<file path="config.mk">
export PLATFORM = sky130hd
export DESIGN_NAME = sppe_exec
export DESIGN_NICKNAME = d
export VERILOG_FILES = /design/src/sppe_pkg.sv /design/src/sppe_decode.sv /design/src/sppe_tstate_timer.sv /design/src/sppe_exec.sv
export SDC_FILE = /design/constraint.sdc
export NUM_CORES = 1
export LEC_CHECK = 0
export BUFFER_PORTS_ARGS = -buffer_cell sky130_fd_sc_hd__buf_4
export CAP_MARGIN = 20
export CORE_UTILIZATION = 23
export CTS_CLUSTER_DIAMETER = 30
export DETAILED_ROUTE_END_ITERATION = 7
export HOLD_SLACK_MARGIN = 0.08
export SLEW_MARGIN = 25
export SYNTH_ARGS = -nofsm -noshare
export SYNTH_HDL_FRONTEND = slang
export SYNTH_SLANG_ARGS = --single-unit
</file>
<file path="constraint.sdc">
create_clock -name clk_i -period 2.15 [get_ports clk_i]
set_clock_uncertainty 0.05 [all_clocks]
set_input_delay 0.215 -clock clk_i [delete_from_list [all_inputs] [get_ports clk_i]]
set_output_delay 0.215 -clock clk_i [all_outputs]
set_load 0.005 [all_outputs]
</file>
<file path="src/sppe_pkg.sv">
// Shared constants and types for the stack pointer load, push and pop executor
package sppe_pkg;

  // ********************************
  // Opcode bytes and patterns
  // ********************************
  localparam logic [7:0] OP_LD_SP = 8'hF9;
  localparam logic [7:0] OP_PUSH_IDX = 8'hE5;
  localparam logic [7:0] OP_POP_IDX = 8'hE1;
  localparam logic [7:0] PFX_BYTE_X = 8'hDD;
  localparam logic [7:0] PFX_BYTE_Y = 8'hFD;
  localparam logic [1:0] PAIR_OP_TOP = 2'h3;
  localparam logic [3:0] PUSH_LOW_NIB = 4'h5;
  localparam logic [3:0] POP_LOW_NIB = 4'h1;

  // ********************************
  // Clock states per machine cycle
  // ********************************
  localparam int TS_W = 3;
  localparam logic [TS_W-1:0] TS_FETCH = 3'h4;
  localparam logic [TS_W-1:0] TS_LD_SP = 3'h6;
  localparam logic [TS_W-1:0] TS_PUSH_OP = 3'h5;
  localparam logic [TS_W-1:0] TS_POP_OP = 3'h4;
  localparam logic [TS_W-1:0] TS_MEM = 3'h3;

  // ********************************
  // Reset values
  // ********************************
  localparam logic [15:0] SP_RESET = 16'h0000;

  // ********************************
  // Types
  // ********************************
  typedef enum logic [1:0] {PFX_NONE, PFX_IDX_X, PFX_IDX_Y} sppe_prefix_type;
  typedef enum logic [2:0] {K_PREFIX, K_LD_SP, K_PUSH, K_POP, K_OTHER} sppe_kind_type;
  // Order fixes the two-bit pair_select code of the first four entries
  typedef enum logic [2:0] {
    TGT_COUNTER, TGT_DEST, TGT_POINTER, TGT_ACCF, TGT_IDX_X, TGT_IDX_Y
  } sppe_target_type;

endpackage : sppe_pkg

</file>
<file path="src/sppe_decode.sv">
// Opcode byte decoder: operation kind, target register and machine cycle length
`timescale 1ns/1ps
module sppe_decode
(
  input logic [7:0] byte_i,
  input sppe_pkg::sppe_prefix_type prefix_i,
  output sppe_pkg::sppe_kind_type kind_o,
  output sppe_pkg::sppe_target_type target_o,
  output logic [sppe_pkg::TS_W-1:0] len_o
);

  always_comb
  begin
    kind_o = sppe_pkg::K_OTHER;
    target_o = sppe_pkg::TGT_POINTER;
    len_o = sppe_pkg::TS_FETCH;
    if (prefix_i == sppe_pkg::PFX_NONE)
    begin
      if (byte_i == sppe_pkg::PFX_BYTE_X || byte_i == sppe_pkg::PFX_BYTE_Y)
      begin
        kind_o = sppe_pkg::K_PREFIX;
        target_o = (byte_i == sppe_pkg::PFX_BYTE_X) ? sppe_pkg::TGT_IDX_X : sppe_pkg::TGT_IDX_Y;
      end
      else if (byte_i == sppe_pkg::OP_LD_SP)
      begin
        kind_o = sppe_pkg::K_LD_SP;
        len_o = sppe_pkg::TS_LD_SP;
      end
      else if (byte_i[7:6] == sppe_pkg::PAIR_OP_TOP && byte_i[3:0] == sppe_pkg::PUSH_LOW_NIB)
      begin
        kind_o = sppe_pkg::K_PUSH;
        target_o = sppe_pkg::sppe_target_type'({1'b0, byte_i[5:4]});
        len_o = sppe_pkg::TS_PUSH_OP;
      end
      else if (byte_i[7:6] == sppe_pkg::PAIR_OP_TOP && byte_i[3:0] == sppe_pkg::POP_LOW_NIB)
      begin
        kind_o = sppe_pkg::K_POP;
        target_o = sppe_pkg::sppe_target_type'({1'b0, byte_i[5:4]});
        len_o = sppe_pkg::TS_POP_OP;
      end
    end
    else
    begin
      // Prefix swaps the pointer pair for an index register
      target_o = (prefix_i == sppe_pkg::PFX_IDX_X) ? sppe_pkg::TGT_IDX_X : sppe_pkg::TGT_IDX_Y;
      if (byte_i == sppe_pkg::OP_LD_SP)
      begin
        kind_o = sppe_pkg::K_LD_SP;
        len_o = sppe_pkg::TS_LD_SP;
      end
      else if (byte_i == sppe_pkg::OP_PUSH_IDX)
      begin
        kind_o = sppe_pkg::K_PUSH;
        len_o = sppe_pkg::TS_PUSH_OP;
      end
      else if (byte_i == sppe_pkg::OP_POP_IDX)
      begin
        kind_o = sppe_pkg::K_POP;
        len_o = sppe_pkg::TS_POP_OP;
      end
    end
  end

endmodule : sppe_decode

</file>
<file path="src/sppe_tstate_timer.sv">
// Down counter that marks the last clock state of a machine cycle
`timescale 1ns/1ps
module sppe_tstate_timer
#(
  parameter int W = 3
)
(
  input logic clk_i,
  input logic nrst_i,
  input logic load_i,
  input logic [W-1:0] len_i,
  output logic last_o
);

  typedef struct packed {
    logic [W-1:0] cnt;
  } sppe_timer_type;

  sppe_timer_type t_q;
  sppe_timer_type t_d;

  if (W < 2)
  begin : g_bad_width
    $error("Timer width too small");
  end

  always_comb
  begin
    t_d = t_q;
    if (load_i)
      t_d.cnt = len_i;
    else if (t_q.cnt != '0)
      t_d.cnt = t_q.cnt - 1'b1;
  end

  always_ff @(posedge clk_i)
  begin
    if (!nrst_i)
      t_q <= '0;
    else
      t_q <= t_d;
  end

  assign last_o = (t_q.cnt == W'(1));

endmodule : sppe_tstate_timer

</file>
<file path="src/sppe_exec.sv">
// Stack pointer load, push and pop executor with byte-wide external memory cycles
`timescale 1ns/1ps
module sppe_exec
(
  input logic clk_i,
  input logic nrst_i,
  input logic op_valid_i,
  input logic [7:0] op_byte_i,
  output logic op_ready_o,
  input logic [15:0] counter_pair_i,
  input logic [15:0] dest_pair_i,
  input logic [15:0] pointer_pair_i,
  input logic [15:0] accum_flag_pair_i,
  input logic [15:0] index_reg_x_i,
  input logic [15:0] index_reg_y_i,
  output logic [15:0] stack_pointer_o,
  output logic [15:0] mem_addr_o,
  output logic [7:0] mem_wdata_o,
  output logic mem_rd_o,
  output logic mem_wr_o,
  input logic [7:0] mem_rdata_i,
  output logic wb_valid_o,
  output sppe_pkg::sppe_target_type wb_sel_o,
  output logic [15:0] wb_data_o,
  output logic unsupported_o
);

  // ********************************
  // State
  // ********************************
  typedef enum logic [2:0] {ST_IDLE, ST_FETCH, ST_WR_HI, ST_WR_LO, ST_RD_LO, ST_RD_HI} sppe_state_type;

  typedef struct packed {
    sppe_state_type st;
    sppe_pkg::sppe_prefix_type prefix;
    sppe_pkg::sppe_kind_type kind;
    sppe_pkg::sppe_target_type target;
    logic [15:0] sp;
    logic [15:0] src;
    logic [7:0] wdata;
    logic [7:0] rd_lo;
    logic rd;
    logic wr;
    logic wb_valid;
    sppe_pkg::sppe_target_type wb_sel;
    logic [15:0] wb_data;
    logic unsupported;
  } sppe_regs_type;

  sppe_regs_type r_q;
  sppe_regs_type r_d;

  sppe_pkg::sppe_kind_type dec_kind;
  sppe_pkg::sppe_target_type dec_target;
  logic [sppe_pkg::TS_W-1:0] dec_len;
  logic t_load;
  logic [sppe_pkg::TS_W-1:0] t_len;
  logic t_last;
  logic accept;
  logic [15:0] src_now;

  // Register value named by a target code
  function automatic logic [15:0] sppe_pick(input sppe_pkg::sppe_target_type tgt);
    case (tgt)
      sppe_pkg::TGT_COUNTER: sppe_pick = counter_pair_i;
      sppe_pkg::TGT_DEST: sppe_pick = dest_pair_i;
      sppe_pkg::TGT_POINTER: sppe_pick = pointer_pair_i;
      sppe_pkg::TGT_ACCF: sppe_pick = accum_flag_pair_i;
      sppe_pkg::TGT_IDX_X: sppe_pick = index_reg_x_i;
      sppe_pkg::TGT_IDX_Y: sppe_pick = index_reg_y_i;
      default: sppe_pick = pointer_pair_i;
    endcase
  endfunction : sppe_pick

  // ********************************
  // Submodules
  // ********************************
  sppe_decode u_decode
  (
    .byte_i(op_byte_i),
    .prefix_i(r_q.prefix),
    .kind_o(dec_kind),
    .target_o(dec_target),
    .len_o(dec_len)
  );

  sppe_tstate_timer #(.W(sppe_pkg::TS_W)) u_timer
  (
    .clk_i(clk_i),
    .nrst_i(nrst_i),
    .load_i(t_load),
    .len_i(t_len),
    .last_o(t_last)
  );

  assign accept = op_valid_i && op_ready_o;

  // A process, not an assign, so that a change on any register input reaches the mux
  always_comb
  begin
    src_now = sppe_pick(r_q.target);
  end

  // ********************************
  // Sequencer
  // ********************************
  // The accept cycle is the first clock state of the opcode cycle, so the
  // timer is loaded with one state less than the decoded length.
  always_comb
  begin
    r_d = r_q;
    r_d.wb_valid = 1'b0;
    r_d.unsupported = 1'b0;
    t_load = 1'b0;
    t_len = sppe_pkg::TS_MEM;
    case (r_q.st)
      ST_IDLE:
      begin
        if (op_valid_i)
        begin
          r_d.kind = dec_kind;
          r_d.target = dec_target;
          r_d.st = ST_FETCH;
          t_load = 1'b1;
          t_len = dec_len - 1'b1;
        end
      end
      ST_FETCH:
      begin
        if (t_last)
        begin
          r_d.prefix = sppe_pkg::PFX_NONE;
          r_d.st = ST_IDLE;
          case (r_q.kind)
            sppe_pkg::K_PREFIX:
              r_d.prefix = (r_q.target == sppe_pkg::TGT_IDX_X) ? sppe_pkg::PFX_IDX_X : sppe_pkg::PFX_IDX_Y;
            sppe_pkg::K_LD_SP:
              r_d.sp = src_now;
            sppe_pkg::K_PUSH:
            begin
              // Source is latched here; later changes on the inputs are not seen
              r_d.src = src_now;
              r_d.sp = r_q.sp - 16'h0001;
              r_d.wdata = src_now[15:8];
              r_d.wr = 1'b1;
              r_d.st = ST_WR_HI;
              t_load = 1'b1;
            end
            sppe_pkg::K_POP:
            begin
              r_d.rd = 1'b1;
              r_d.st = ST_RD_LO;
              t_load = 1'b1;
            end
            default:
              r_d.unsupported = 1'b1;
          endcase
        end
      end
      ST_WR_HI:
      begin
        if (t_last)
        begin
          r_d.sp = r_q.sp - 16'h0001;
          r_d.wdata = r_q.src[7:0];
          r_d.st = ST_WR_LO;
          t_load = 1'b1;
        end
      end
      ST_WR_LO:
      begin
        if (t_last)
        begin
          r_d.wr = 1'b0;
          r_d.st = ST_IDLE;
        end
      end
      ST_RD_LO:
      begin
        if (t_last)
        begin
          r_d.rd_lo = mem_rdata_i;
          r_d.sp = r_q.sp + 16'h0001;
          r_d.st = ST_RD_HI;
          t_load = 1'b1;
        end
      end
      ST_RD_HI:
      begin
        if (t_last)
        begin
          r_d.rd = 1'b0;
          r_d.sp = r_q.sp + 16'h0001;
          r_d.wb_valid = 1'b1;
          r_d.wb_sel = r_q.target;
          r_d.wb_data = {mem_rdata_i, r_q.rd_lo};
          r_d.st = ST_IDLE;
        end
      end
      default:
        r_d.st = ST_IDLE;
    endcase
  end

  always_ff @(posedge clk_i)
  begin
    if (!nrst_i)
    begin
      r_q <= '0;
      r_q.sp <= sppe_pkg::SP_RESET;
    end
    else
      r_q <= r_d;
  end

  // ********************************
  // Outputs
  // ********************************
  assign op_ready_o = (r_q.st == ST_IDLE);
  assign stack_pointer_o = r_q.sp;
  assign mem_addr_o = r_q.sp;
  assign mem_wdata_o = r_q.wdata;
  assign mem_rd_o = r_q.rd;
  assign mem_wr_o = r_q.wr;
  assign wb_valid_o = r_q.wb_valid;
  assign wb_sel_o = r_q.wb_sel;
  assign wb_data_o = r_q.wb_data;
  assign unsupported_o = r_q.unsupported;

  logic fetch_end;
  assign fetch_end = (r_q.st == ST_FETCH) && t_last;
endmodule : sppe_exec

</file>
==> results of run 1 <==
[synth_stat cells (3+ instances only)]
| cell type | instances |
|---|---|
| clkbuf_1 | 43 |
| buf_4 | 60 |
| nor2b_1 | 9 |
| a22oi_1 | 13 |
| xnor2_1 | 5 |
| xor2_1 | 4 |
| nor3b_1 | 3 |
| inv_1 | 12 |
| o31ai_1 | 3 |
| a311oi_1 | 3 |
| ha_1 | 6 |
| or4_1 | 3 |
| o221ai_1 | 3 |
| a21oi_1 | 75 |
| or3b_2 | 3 |
| a211oi_1 | 11 |
| o211ai_1 | 5 |
| o21ai_0 | 43 |
| and4_1 | 3 |
| buf_2 | 7 |
| nand3_1 | 13 |
| nand2b_1 | 6 |
| nand2_1 | 122 |
| nor4_1 | 3 |
| nor2_1 | 53 |
| dfxtp_1 | 77 |
| nand4_1 | 4 |
| mux4_2 | 9 |
| a31oi_1 | 16 |
| a221o_1 | 3 |
| o221a_2 | 3 |
| mux2_2 | 3 |
| mux2i_1 | 8 |
| o22ai_1 | 5 |
| or3_1 | 5 |
| a221oi_1 | 7 |
| nor3_1 | 31 |
[report_power, final]
group	internal, mW	total [mW]	switching [mW]
sequential	1.45	1.47	0.0266
combinational	0.448	0.888	0.440
clock	0.794	1.46	0.668
total	2.69	3.82	1.13
[metrics by stage]
stage          std cells  worst slack (ns)
2_1_floorplan        717          -0.01812
5_1_grt             1166          -0.03160
3_5_place_dp        1146          -0.02919
3_3_place_gp        1146          -0.02195
4_1_cts             1166           0.01237
6_report            1166           0.04321
[critical path, cell delays in order (launching register included)]
cell and delay [ns]:
dfxtp_1 0.31, or4_4 0.54, or4_4 0.52, nor4_4 0.15, xor2_1 0.11, a221oi_2 0.25
a21oi_2 0.07
[registers in the layout (all words and copies together), names as in the netlist, 3 cells and up]
signal and flops:
mem_addr_o 16, u_timer.t_q 3, mem_wdata_o 8, r_q 27, wb_sel_o 3, wb_data_o 16
[per-layer routing]
layer	global-route usage, %	share of wire [%]
met1	21.02	45
met2	26.32	47
met3	2.762	5.6
met4	5.333	2.3
met5	0	0
[worst paths after layout]
check / startpoint / end / depth (start not counted)
min: mem_rdata_i[5] / r_q[28] / 3
min reg2reg: r_q[30] / wb_data_o[7] / 2
max reg2reg: mem_addr_o[2] / mem_addr_o[15] / 6
max: mem_addr_o[2] / mem_addr_o[15] / 6
[cells by family after synthesis]
group	synth area share, %
AOI/OAI and AO/OA	24.95
xor gates and xnor gates	1.484
adders and majority gates	1.413
buffers and inverters	13.45
DFF	29.02
muxes	5.960
and+or+nand+nor	23.72
[final cells by class]
class                   instances  share of cell area (%)
multi-input cells             514                   42.20
repair buffers                261                   27.70
well taps                     285                   4.801
inverters                      13                  0.6570
clock inverters                 7                  0.7749
clock buffers                   9                   3.032
flip-flops and latches         77                   20.84
[repair_timing]
action,in CTS,in global routing
gates resized for setup,1,16
hold buffers,4,0
endpoints found under the hold margin,5,0
pin swaps,4,0
setup endpoints to repair,10,24
==> flow_metrics.tcl, run 1 <==
set metrics [dict create \
    finalSetupViolCount 0 \
    slew_headroom_pct 49.47 \
    start_kind "flip-flop" \
    total_power_mw 3.824 \
    core_area_mm2 0.02264 \
    rsz0062_at_grt "yes" \
    grt_pass1_vias 5601 \
    outcome "complete, no violations" \
    n_antenna_cell 0 \
    min_path_type "in2reg" \
    drt_first_pass_iters 6 \
    drc 0 \
    synth_seq_cells 77 \
    cts.sinks 77 \
    path_max_fanout 2 \
    drv_cap 0 \
    cp_data_arrival_time_ns 2.28 \
    avgSynthCellArea_um2 7.408 \
    hold_violations 0 \
    cellPowerDensity_mw_per_mm2 514.8 \
    post-cts-setup-buffer-count 0 \
    max-vdd-ir-drop_mv 0.3344 \
    async_reset_ff_share_pct 0 \
    die_h_um 154.0 \
    clk-insertion-delay-late_ns 0.34 \
    seq_area_frac_synth_pct 29.02 \
    tightest_slew_ns 0.7571 \
    final_util_pct 32.80 \
    root_buffer "clkbuf_16" \
    tns_ns 0 \
    most-common-layout-cells "250 x buf_4, 121 x nand2_1, 75 x a21oi_1" \
    vias_per_cell 4.959 \
    fillCellCount 2378 \
    dieWidth_um 154.0 \
    rrSetupSlack_ns 0.04 \
    endpoint_kind "flip-flop" \
    ant_nets 0 \
    track_usage_pct 15.98 \
    fin_crit_sh_pct 97.99 \
    clock_path_buffers 2 \
    cellLeakagePower_nw 2.990 \
    required_ns 2.33 \
    grt_max_degree 28 \
    drt_iter0_markers 397 \
    synth_area_mm2 0.005311 \
    fp-row-count 55 \
    multiInputGateArea_mm2 0.003134 \
    synthToLayoutAreaGrowth_pct 39.84 \
    max_freq_mhz 474.7 \
    cts.clk_slew.worst_paths_ns 0.07 \
    final_common_cell "buf_4" \
    vias 5782 \
    hold_ws_ns 0.08435 \
    synth_nets 838 \
    drive_above_1_share_pct 35.87 \
    ctsHtreeMaxLevel 3 \
    path_class "reg2reg" \
    io_buffer_count 178 \
    place.gp.congestion 0.9195 \
    ys_top_cells_by_area "dfxtp_1 29%, nand2_1 8.6%, buf_4 8.5%" \
    post-dp-hpwl_um 14840 \
    wire_per_inst_um 16.39 \
    slew_violations 0 \
    yosys.area.top_type "dfxtp_1" \
    synth_top_cell_area_share_pct 29.02 \
    drt_wl_total_um 19110 \
    antenna_found_initial 0 \
    nets 997 \
    final_area_mm2 0.007427 \
    cts_made_buffers 9 \
    placed_cell_area_mm2 0.007034 \
    grt_pass1_wl_um 29970 \
    grt-ovfl-total 0 \
    floorplan.initialDensity_pct 23.46 \
    io_pins 179 \
    synth_cells 717 \
    ys_types 63 \
    ys_warn_count 0 \
    dieArea_mm2 0.02371 \
    synth_edf_count 0 \
    ff_latch_area_mm2 0.001548 \
    tritoncts "done" \
    fin_crit_ns 2.107 \
    synth_ff_type "dfxtp_1" \
]
No activity file was read; power rests on OpenSTA's default activity.
==> run 2: changes to the inputs <==
--- a/config.mk
+++ b/config.mk
@@ -7,10 +7,12 @@
 export LEC_CHECK = 0
 export BUFFER_PORTS_ARGS = -buffer_cell sky130_fd_sc_hd__buf_4
 export CAP_MARGIN = 20
+export CORE_ASPECT_RATIO = 0.5
 export CORE_UTILIZATION = 23
 export CTS_CLUSTER_DIAMETER = 30
 export DETAILED_ROUTE_END_ITERATION = 7
 export HOLD_SLACK_MARGIN = 0.08
+export PLACE_DENSITY = 0.47
 export SLEW_MARGIN = 25
 export SYNTH_ARGS = -nofsm -noshare
 export SYNTH_HDL_FRONTEND = slang
==> flow_metrics.tcl, run 2 (same netlist as run 1, synthesis figures left out) <==
set metrics [dict create \
    max_freq_mhz 475.5 \
    r2r_cells 6 \
    fin_crit_ns 2.103 \
    hold_violations 0 \
    cts.clk_slew.worst_paths_ns 0.07 \
    vias 5769 \
    drc 0 \
    dieArea_mm2 0.02374 \
    io_buffer_count 178 \
    drt_first_pass_iters 5 \
    dieWidth_um 216.9 \
    core_area_mm2 0.02216 \
    dp.cells 1161 \
    combPwrFrac_pct 22.6 \
    endpoint_kind "flip-flop" \
    drt_iter0_markers 371 \
    grt_util_met1_pct 20.89 \
    tritoncts "done" \
    tns_ns 0 \
    p_switching_mw 1.158 \
    endpoint "mem_addr_o[15]" \
    busiest_layer "met2" \
    largest_register_ffs 27 \
    root_buffer "clkbuf_16" \
    cellPowerDensity_mw_per_mm2 516.7 \
    crit_start "mem_addr_o[0]" \
    fin_crit_sh_pct 97.81 \
    gr-usage-met2_pct 28.32 \
    wire_per_inst_um 16.32 \
    grt_pass1_wl_um 30050 \
    ctsHtreeMaxLevel 3 \
    min_path_type "in2reg" \
    max-vdd-ir-drop_mv 0.4034 \
    ant_nets 0 \
    n_antenna_cell 0 \
    rr_startpoint "mem_addr_o[0]" \
    max_flop_register "r_q" \
    drive_above_1_share_pct 35.63 \
    drv_cap 0 \
    path_class "reg2reg" \
    seqPwrFrac_pct 38.1 \
    grt_max_degree 27 \
    cts_made_buffers 9 \
    place.gp.congestion 0.8965 \
    io_pins 179 \
    met3_usage_pct 3.126 \
    path_max_fanout 3 \
    antenna_found_initial 0 \
    rsz0062_at_grt "yes" \
    fp-row-count 38 \
    floorplan.initialDensity_pct 23.97 \
    power.share.clock_pct 39.2 \
    switching_share_pct 30.04 \
    finalSetupViolCount 0 \
    clk-insertion-delay-late_ns 0.34 \
    start_kind "flip-flop" \
    rrSetupSlack_ns 0.05 \
    cellLeakagePower_nw 3.006 \
    die_h_um 109.5 \
    nets 1003 \
    drt_wl_total_um 19380 \
    p_int_mw 2.696 \
    synthToLayoutAreaGrowth_pct 40.45 \
    grt_pass1_vias 5504 \
    final_common_cell "buf_4" \
    vias_per_cell 4.860 \
    r2r-end "mem_addr_o[15]" \
    slew_headroom_pct 67.08 \
    fin_cells 1187 \
    post-dp-hpwl_um 14850 \
    slew_violations 0 \
    required_ns 2.33 \
    grt-ovfl-total 0 \
    tightest_slew_ns 0.4915 \
    cp_data_arrival_time_ns 2.28 \
    most-common-layout-cells "254 x buf_4, 122 x nand2_1, 75 x a21oi_1, 75 x dfxtp_1, 52 x nor2_1" \
    cts.sinks 77 \
    clock_path_buffers 2 \
    track_usage_pct 16.23 \
    outcome "complete, no violations" \
]
## run 2: repair_timing
action | 4_1_cts | 5_1_grt
buffers inserted | 0 | 2
setup endpoints to repair | 3 | 11
pin swaps | 2 | 0
hold buffers | 8 | 0
hold endpoints to repair | 16 | 0
resized for setup | 1 | 10
## run 2: cell type report
| class | count | area [µm²] |
|---|---|---|
| Fill cell | 2410 | 14700 |
| Multi-Input combinational cell | 514 | 3105 |
| Timing Repair Buffer | 267 | 2087 |
| Sequential cell | 77 | 1546 |
| Tap cell | 300 | 375.4 |
| Clock buffer | 9 | 225.2 |
| Clock inverter | 7 | 67.56 |
| Inverter | 13 | 52.55 |
## run 2: worst min-delay path by stage
stage	from	end	slack, ns	cells past startpoint
2_1_floorplan	mem_rdata_i[0]	r_q[23]	0.30	2
3_3_place_gp	r_q[30]	wb_data_o[7]	0.39	2
3_5_place_dp	wb_sel_o[0]	wb_sel_o[0]	0.40	2
4_1_cts	op_byte_i[2]	r_q[74]	0.15	3
5_1_grt	op_byte_i[2]	r_q[74]	0.15	3
6_report	op_byte_i[2]	r_q[74]	0.16	3
## run 2: routing by layer
layer / wire (µm) / part of all wire, %
met1: 8828 / 46
met4: 219 / 1.1
met5: 0 / 0
met2: 9490 / 49
met3: 836 / 4.3
## run 2: stage by stage
stage	instance area, µm²	power, mW	util [%]	hold slack [ns]	setup slack [ns]
after floorplan	5336	1.918	-	0.3010	-0.01812
after global placement	7034	2.343	31.75	0.3930	-0.02993
after detailed placement	7034	2.344	31.75	0.3967	-0.03558
after CTS	7410	3.887	33.44	0.1459	0.04839
after global routing	7460	4.045	33.67	0.1528	-0.05964
final	7460	3.854	33.67	0.1639	0.04705
## run 2: worst max-delay path: stages (launching register included)
cell and delay (ns):
dfxtp_4 0.34, or4_4 0.55, or4_4 0.45, nor4_4 0.15, xor2_1 0.11, a221oi_2 0.26, a21oi_2 0.07
## run 2: power by group through the flow
stage / Combinational, mW / Sequential (mW) / Clock, mW
4_1_cts: 0.861 / 1.47 / 1.56
5_1_grt: 0.954 / 1.47 / 1.62
3_3_place_gp: 0.842 / 1.50 / 0
6_report: 0.872 / 1.47 / 1.51
3_5_place_dp: 0.844 / 1.50 / 0
2_1_floorplan: 0.427 / 1.49 / 0
